<file path="config.mk">
export PLATFORM = sky130hd
export DESIGN_NAME = bsra_access
export DESIGN_NICKNAME = d
export VERILOG_FILES = /design/src/verilog/bsra_pkg.sv /design/src/verilog/bsra_access.sv /design/src/verilog/bsra_word_mem.sv
export SDC_FILE = /design/constraint.sdc
export NUM_CORES = 1
export LEC_CHECK = 0
export ABC_AREA = 0
export BUFFER_PORTS_ARGS = -buffer_cell sky130_fd_sc_hd__buf_2
export CORE_MARGIN = 2
export CORE_UTILIZATION = 54
export DETAILED_ROUTE_END_ITERATION = 7
export PLACE_DENSITY = 0.81
export REMOVE_ABC_BUFFERS = 1
export SLEW_MARGIN = 20
export SYNTH_ARGS = -nofsm -noshare
export SYNTH_HDL_FRONTEND = slang
export SYNTH_SLANG_ARGS = --single-unit
</file>
<file path="constraint.sdc">
create_clock -name clk_sys -period 3.9 [get_ports clk_sys]
set_input_delay 0.39 -clock clk_sys [delete_from_list [all_inputs] [get_ports clk_sys]]
set_output_delay 0.39 -clock clk_sys [all_outputs]
set_load 0.01 [all_outputs]
</file>
<file path="src/verilog/bsra_pkg.sv">
// Shared constants for the board setup register access path.
// Assumes one system clock; all offsets are effective-address byte positions.
package bsra_pkg;
	localparam int          EA_W           = 32;
	localparam int          DATA_W         = 32;
	// Region decode: effective address bits [31:9]
	localparam logic [22:0] BCR_BASE       = 23'h000040;
	localparam logic [22:0] REG_BASE       = 23'h000000;
	// Field positions (vector bit 0 is the least significant address bit)
	localparam int          ALIAS_BIT      = 8;
	localparam int          BCR_GAP_BIT    = 7;
	localparam int          SLOT_LSB       = 3;
	localparam int          OFS_LSB        = 0;
	localparam int          REG_IDX_LSB    = 2;
	localparam int          REG_WORDS      = 16;
	// Offsets of the eight board configuration bytes
	localparam logic [2:0]  BOARD_IDENT_LOW       = 3'h0;
	localparam logic [2:0]  BOARD_IDENT_HIGH      = 3'h1;
	localparam logic [2:0]  BOARD_PARAM_0         = 3'h2;
	localparam logic [2:0]  BOARD_PARAM_1         = 3'h3;
	localparam logic [2:0]  BOARD_PARAM_2         = 3'h4;
	localparam logic [2:0]  BOARD_PARAM_3         = 3'h5;
	localparam logic [2:0]  BOARD_SUBADDRESS_LOW  = 3'h6;
	localparam logic [2:0]  BOARD_SUBADDRESS_HIGH = 3'h7;
	localparam logic [3:0]  BCR_BYTES      = 4'h8;
	// Access lengths in bytes
	localparam logic [2:0]  LEN_BYTE       = 3'h1;
	localparam logic [2:0]  LEN_WORD       = 3'h4;
	// Fault codes toward the issuing processor's fault_cause_log
	localparam logic [3:0]  FLT_NONE       = 4'h0;
	localparam logic [3:0]  FLT_INVALID_OP = 4'h1;
	localparam logic [3:0]  FLT_AUTHORITY  = 4'h2;
	localparam logic [3:0]  FLT_UNMAPPED   = 4'h3;
	// Reset values
	localparam logic [31:0] DATA_RESET     = 32'h0000_0000;

	typedef enum logic [1:0] {
		ST_IDLE  = 2'b00,
		ST_SETUP = 2'b01,
		ST_REGRD = 2'b10
	} bsra_state_e;
endpackage

</file>
<file path="src/verilog/bsra_access.sv">
// Processor load/store path to controller registers and board configuration bytes.
// Assumes requests and adapter answers are synchronous to clk_sys.
`timescale 1ns/1ps
`default_nettype none
module bsra_access
	import bsra_pkg::*;
(
	input  wire logic                        clk_sys,         // System clock
	input  wire logic                        reset,           // Async reset, active high
	input  wire logic                        req_valid,       // Access request
	output logic                             req_ready,       // Request taken when high
	input  wire logic                        req_from_cpu,    // Requester is the system processor
	input  wire logic                        req_store,       // 1 store, 0 load
	input  wire logic                        req_string,      // 1 string form, 0 byte form
	input  wire logic                        req_alt_space,   // Alternate address-space bit
	input  wire logic [2:0]                  req_len,         // Length in bytes, 1 to 4
	input  wire logic [bsra_pkg::EA_W-1:0]   req_ea,          // Effective address
	input  wire logic [bsra_pkg::DATA_W-1:0] req_wdata,       // Store data
	output logic                             resp_valid,      // Answer pulse
	output logic      [bsra_pkg::DATA_W-1:0] resp_rdata,      // Load data
	output logic                             resp_fault,      // Storage fault
	output logic      [3:0]                  resp_fault_code, // Fault cause
	output logic                             setup_req,       // Setup cycle request
	output logic      [3:0]                  setup_slot,      // Board slot
	output logic      [2:0]                  setup_offset,    // Byte offset in window
	output logic                             setup_write,     // 1 write, 0 read
	output logic      [2:0]                  setup_len,       // Bytes in this cycle
	output logic      [bsra_pkg::DATA_W-1:0] setup_wdata,     // Left-justified write data
	input  wire logic                        setup_ack,       // Adapter completes cycle
	input  wire logic [bsra_pkg::DATA_W-1:0] setup_rdata,     // Left-justified read data
	input  wire logic                        setup_multi_ok   // Adapter takes multi-byte cycles
);
	import bsra_pkg::*;

	function automatic logic [31:0] msb_mask(input logic [2:0] len);
		case (len)
			3'h1:    msb_mask = 32'hff00_0000;
			3'h2:    msb_mask = 32'hffff_0000;
			3'h3:    msb_mask = 32'hffff_ff00;
			default: msb_mask = 32'hffff_ffff;
		endcase
	endfunction

	function automatic logic [31:0] left_just(input logic [31:0] d, input logic [2:0] len);
		case (len)
			3'h1:    left_just = {d[7:0], 24'h00_0000};
			3'h2:    left_just = {d[15:0], 16'h0000};
			3'h3:    left_just = {d[23:0], 8'h00};
			default: left_just = d;
		endcase
	endfunction

	function automatic logic [31:0] right_just(input logic [31:0] d, input logic [2:0] len);
		case (len)
			3'h1:    right_just = {24'h00_0000, d[31:24]};
			3'h2:    right_just = {16'h0000, d[31:16]};
			3'h3:    right_just = {8'h00, d[31:8]};
			default: right_just = d;
		endcase
	endfunction

	bsra_state_e state_r;
	bsra_state_e state_nxt;
	logic        str_r;
	logic [2:0]  len_r;
	logic [31:0] mem_q;

	wire logic       accept     = req_valid && req_ready;
	wire logic [2:0] ofs        = req_ea[OFS_LSB +: 3];
	wire logic [3:0] slot       = req_ea[SLOT_LSB +: 4];
	wire logic [3:0] word_idx   = req_ea[REG_IDX_LSB +: 4];
	// window decode
	// Bit ALIAS_BIT is left out of the compare so both ranges alias
	wire logic       bcr_hit    = req_alt_space && (req_ea[31:9] == BCR_BASE) && !req_ea[BCR_GAP_BIT];
	wire logic       reg_hit    = !req_alt_space && (req_ea[31:9] == REG_BASE) && (req_ea[8:6] == 3'h0);
	wire logic [3:0] span       = {1'b0, ofs} + {1'b0, req_len};
	wire logic       multi_fit  = setup_multi_ok && (req_len != 3'h0) && (req_len <= LEN_WORD) && (span <= BCR_BYTES);
	wire logic       bcr_len_ok = (req_len == LEN_BYTE) || multi_fit;
	wire logic       reg_len_ok = (req_len == LEN_WORD) && (req_ea[1:0] == 2'h0);
	wire logic [3:0] flt_code   = !req_from_cpu ? FLT_AUTHORITY :
	                              bcr_hit ? (bcr_len_ok ? FLT_NONE : FLT_INVALID_OP) :
	                              reg_hit ? (reg_len_ok ? FLT_NONE : FLT_INVALID_OP) : FLT_UNMAPPED;
	wire logic       ok         = (flt_code == FLT_NONE);
	wire logic       start_setup = accept && ok && bcr_hit;
	wire logic       reg_wr     = accept && ok && reg_hit && req_store;
	wire logic       reg_rd     = accept && ok && reg_hit && !req_store;
	wire logic       setup_done = (state_r == ST_SETUP) && setup_ack;
	// lane steering
	// String form keeps the byte in the top lane, byte form moves the low byte up on stores and the top byte down on loads
	wire logic [31:0] wdata_lj  = req_string ? (req_wdata & msb_mask(req_len)) : left_just(req_wdata, req_len);
	wire logic [31:0] rdata_sel = str_r ? (setup_rdata & msb_mask(len_r)) : right_just(setup_rdata, len_r);

	assign req_ready = (state_r == ST_IDLE);

	bsra_word_mem u_mem (
		.clk_sys (clk_sys),
		.wr_en   (reg_wr),
		.rd_en   (reg_rd),
		.addr    (word_idx),
		.wdata   (req_wdata),
		.rdata   (mem_q)
	);

	always_comb begin
		state_nxt = state_r;
		case (state_r)
			ST_IDLE: begin
				if (start_setup) begin
					state_nxt = ST_SETUP;
				end else if (reg_rd) begin
					state_nxt = ST_REGRD;
				end
			end
			ST_SETUP: begin
				if (setup_ack) begin
					state_nxt = ST_IDLE;
				end
			end
			ST_REGRD: state_nxt = ST_IDLE;
			default:  state_nxt = ST_IDLE;
		endcase
	end

	always_ff @(posedge clk_sys or posedge reset) begin
		if (reset) begin
			state_r <= ST_IDLE;
			str_r   <= 1'b0;
			len_r   <= LEN_BYTE;
		end else begin
			state_r <= state_nxt;
			if (start_setup) begin
				str_r <= req_string;
				len_r <= req_len;
			end
		end
	end

	always_ff @(posedge clk_sys or posedge reset) begin
		if (reset) begin
			resp_valid      <= 1'b0;
			resp_fault      <= 1'b0;
			resp_fault_code <= FLT_NONE;
			resp_rdata      <= DATA_RESET;
		end else begin
			resp_valid <= (accept && !start_setup && !reg_rd) || setup_done || (state_r == ST_REGRD);
			if (accept) begin
				resp_fault      <= !ok;
				resp_fault_code <= flt_code;
				resp_rdata      <= DATA_RESET;
			end else if (setup_done && !setup_write) begin
				resp_rdata <= rdata_sel;
			end else if (state_r == ST_REGRD) begin
				resp_rdata <= mem_q;
			end
		end
	end

	always_ff @(posedge clk_sys or posedge reset) begin
		if (reset) begin
			setup_req    <= 1'b0;
			setup_slot   <= 4'h0;
			setup_offset <= BOARD_IDENT_LOW;
			setup_write  <= 1'b0;
			setup_len    <= LEN_BYTE;
			setup_wdata  <= DATA_RESET;
		end else if (start_setup) begin
			setup_req    <= 1'b1;
			setup_slot   <= slot;
			setup_offset <= ofs;
			setup_write  <= req_store;
			setup_len    <= req_len;
			setup_wdata  <= req_store ? wdata_lj : DATA_RESET;
		end else if (setup_done) begin
			setup_req <= 1'b0;
		end
	end
endmodule
`default_nettype wire

</file>
<file path="src/verilog/bsra_word_mem.sv">
// Word store for the four-byte controller registers.
// Contents are not reset; read data come out of a register one cycle after rd_en.
`timescale 1ns/1ps
`default_nettype none
module bsra_word_mem (
	input  wire logic        clk_sys, // System clock
	input  wire logic        wr_en,   // Write strobe
	input  wire logic        rd_en,   // Read strobe
	input  wire logic [3:0]  addr,    // Word index
	input  wire logic [31:0] wdata,   // Write data
	output logic      [31:0] rdata    // Registered read data
);
	logic [31:0] mem_r [16];

	always_ff @(posedge clk_sys) begin
		if (wr_en) begin
			mem_r[addr] <= wdata;
		end
		if (rd_en) begin
			rdata <= mem_r[addr];
		end
	end
endmodule
`default_nettype wire

</file>
==> run_results.csv <==
group,metric,value,unit
cells_and_area,design_area,0.02938,mm^2
pwr,p_clk_share,42.4,%
die,io_pins,191,
sta,clock.fmax,286.9,MHz
setup_path,crit_path_start,"req_len[0]",
logic_synthesis,ys_async_sr_fraction,13.24,%
sta,fin_crit,3485,ps
logic_synthesis,synthMuxAreaShare,17.80,%
pwr,powerDensity,475.2,mW/mm^2
logic_synthesis,syn_inst,1304,
setup_path,r2r_setup_slack,740,ps
worst_hold_path,hp-start,"req_ea[6]",
logic_synthesis,yosys.area_share.adder,0.2265,%
grt,grt_pass1_wl,97200,um
cells_and_area,drive_gt1_share,35.44,%
sta,timing.final.crit_share,89.37,%
grt,grt_use_met1,37.97,%
cells_and_area,insertedDiodeCount,0,
sta,layout_setup_ws,414.6,ps
die,die_x,220.9,um
die,initial_core_util,54.69,%
logic_synthesis,synth_warnings,0,
sta,slew_violations,0,
drt,avgViaCountPerCell,6.588,
pwr,p_leak,10.41,nW
grt,grt_pass1_vias,14260,
grt,grt_overflow,0,
sta,grt_setup_unrepaired,"false",
cts,worstSkewPairLatency,620,ps
logic_synthesis,ys_types,55,
logic_synthesis,yosys.area_share.simple,3.334,%
cts,tritoncts,"built",
logic_synthesis,synth_area_per_cell,19.48,um^2
cts,post_cts_resize_count,0,
cells_and_area,multi_input_area,0.006681,mm^2
sta,worst_slew_pin_slew,1084,ps
logic_synthesis,synth_edf_count,544,
logic_synthesis,synth_common_cells,"edfxtp_1 (544), mux4_2 (160), dfrtp_1 (82)",
drt,num_vias,14340,
cts,cts_max_path_buffers,3,
grt,use_met2,42.28,%
drt,post_drt_wl_per_cell,30.81,um
logic_synthesis,synth-compound-area-share,4.378,%
setup_path,path_max_fanout,30,
grt,met3_usage,7.967,%
sta,fin_tns_setup,0,ps
cells_and_area,seq_area,0.01841,mm^2
cts,clock-sinks,627,
pwr,finalPower,0.01396,W
logic_synthesis,ys_ff_latch,627,
sta,finalHoldViolCount,0,
setup_path,arrival,3800,ps
setup_path,crit_type,"in2reg",
placement,hpwl,41530,um
run_status,status,"completed",
cells_and_area,nets,1630,
pwr,p_switching,0.002964,W
logic_synthesis,yosysMostFrequentCell,"edfxtp_1",
setup_path,cp-end-kind,"flip-flop",
pwr,seqPwrFrac,52.3,%
pwr,swShare,21.24,%
logic_synthesis,synth_top_area_share,64.30,%
cts,htreeDepth,2,
cts,clockRootBuffer,"clkbuf_16",
pwr,p_comb_share,5.3,%
job,cap_violations,0,
die,dieArea,0.04880,mm^2
cells_and_area,areaGrowthSynthToFinish,15.64,%
die,num_rows,79,
drt,drc,0,
logic_synthesis,netlist_top_cells_area,"edfxtp_1 (64%), mux4_2 (14%), dfrtp_1 (8.1%)",
logic_synthesis,yosysTopAreaCell,"edfxtp_1",
drt,postRouteAntennaNets,0,
placement,port_buffers,188,
setup_path,rr_startpoint,"state_r[0]",
grt,grt.busiest_layer,"met2",
grt,antenna_found_initial,4,
placement,post-place-ws,-79.67,ps
logic_synthesis,ys_seq_area_share,72.48,%
drt,routed_wirelength,67040,um
pwr,p_int,0.01100,W
placement,dpl_cell_area,0.02735,mm^2
logic_synthesis,netlist_area,0.02541,mm^2
grt,grt_max_degree,74,
sta,slew_headroom,27.44,%
drt,drtIter0Drc,2007,
sta,hold_ws,38.85,ps
logic_synthesis,synth_top_flop_cell,"edfxtp_1",
placement,gp_congestion,0.8741,
die,core_area,0.04646,mm^2
logic_synthesis,synth_xor_xnor_area_share,0.03447,%
setup_path,cp.required,4210,ps
drt,first_pass_iters,6,
cts,clk_pin_slew_worst_paths,60,ps
cells_and_area,nFillCells,3103,
sta,fin_skew,15.43,ps
sta,finalSetupViolations,0,
die,die_h,220.9,um
grt,track_usage,27.28,%
worst_hold_path,min_path_type,"in2reg",
cts,cts_buffers,59,
pwr,vdd_drop_max,0.3888,mV
logic_synthesis,synth_top_family_by_area,"multiplexers",
setup_path,startpoint_type,"primary input",
[worst max-delay path, cell delays in order]
cell and delay (ps):
buf_2 180, ha_1 210, inv_1 60, fa_1 390
xor2_1 200, a32oi_1 200, o32ai_2 720, nand4_1 650
nor3_2 510, buf_12 260
[final cells by class]
class                           count  area share, %
Inverter                           17         0.2257
Clock inverter                     47          1.635
Tap cell                          607          2.585
Sequential cell                   627          62.68
Clock buffer                       65          5.208
Timing Repair Buffer              235          4.927
Multi-Input combinational cell    578          22.74
[cells by family (layout without fill, tap and decap cells)]
| family | Yosys count | after routing |
|---|---|---|
| other | 1 | 2 |
| buffers and inverters | 100 | 364 |
| XOR/XNOR | 1 | 1 |
| AND/OR/NAND/NOR | 181 | 181 |
| multiplexers | 237 | 237 |
| adder cells (fa/ha/maj) | 4 | 4 |
| flip-flops | 627 | 627 |
| AO/OA/AOI/OAI | 153 | 153 |
[registers in the layout (all words and copies together), names as in the netlist]
signal           count
resp_fault_code      2
u_mem.rdata         32
setup_len            3
resp_rdata          32
str_r                1
state_r              2
setup_write          1
setup_slot           4
setup_offset         3
setup_wdata         32
setup_req            1
resp_fault           1
resp_valid           1
u_mem.mem_r        512
[power groups by stage]
stage	combinational [W]	clock (W)	sequential, W
6_report	0.000738	0.00593	0.00730
5_1_grt	0.000777	0.00621	0.00729
4_1_cts	0.000732	0.00597	0.00730
3_5_place_dp	0.000719	0	0.00744
3_3_place_gp	0.000699	0	0.00744
2_1_floorplan	0.000286	0	0.00744
[cells in the final DEF (no fill, tap or decap), types with 16 or more instances in the layout]
cell	synthesis	final
nor2_1	66	52
edfxtp_1	544	544
buf_2	22	186
mux2_2	22	22
nand2_1	42	41
inv_1	17	16
clkbuf_16	0	60
buf_4	2	35
dfrtp_1	82	82
mux2_4	22	22
mux2i_1	25	25
mux4_2	160	160
nand3_1	27	27
clkinv_1	0	16
a211oi_1	16	16
o31ai_1	16	16
o21ai_0	34	34
a22oi_1	24	24
[final timing paths]
kind | endpoint | cells after the start
setup / recovery | u_mem.mem_r[8][24] | 10
hold reg to reg | setup_wdata[29] | 1
hold / removal | setup_slot[3] | 2
max in group asynchronous | resp_rdata[2] | 4
min in group asynchronous | resp_rdata[23] | 3
setup reg to reg | u_mem.mem_r[8][24] | 6
[routing by layer]
| layer | up-vias | share of wire, % | wire length [um] |
|---|---|---|---|
| li1 | 5810 | - | - |
| met1 | 7338 | 38 | 25440 |
| met2 | 1048 | 47 | 31610 |
| met3 | 134 | 12 | 8116 |
| met4 | 6 | 2.7 | 1823 |
| met5 | - | 0.063 | 42 |
[repair_timing]
item	in CTS	in global routing
endpoints found under the hold margin	48	0
setup buffers	0	0
hold buffers	2	0
[metrics by stage]
step                      std cells  util [%]
after CTS                      2176     63.24
after floorplan                1222         -
after global routing           2176     63.24
final                          2176     63.24
after detailed placement       2062     58.87
after global placement         2062     58.86
(Power assumes the default switching activity.)
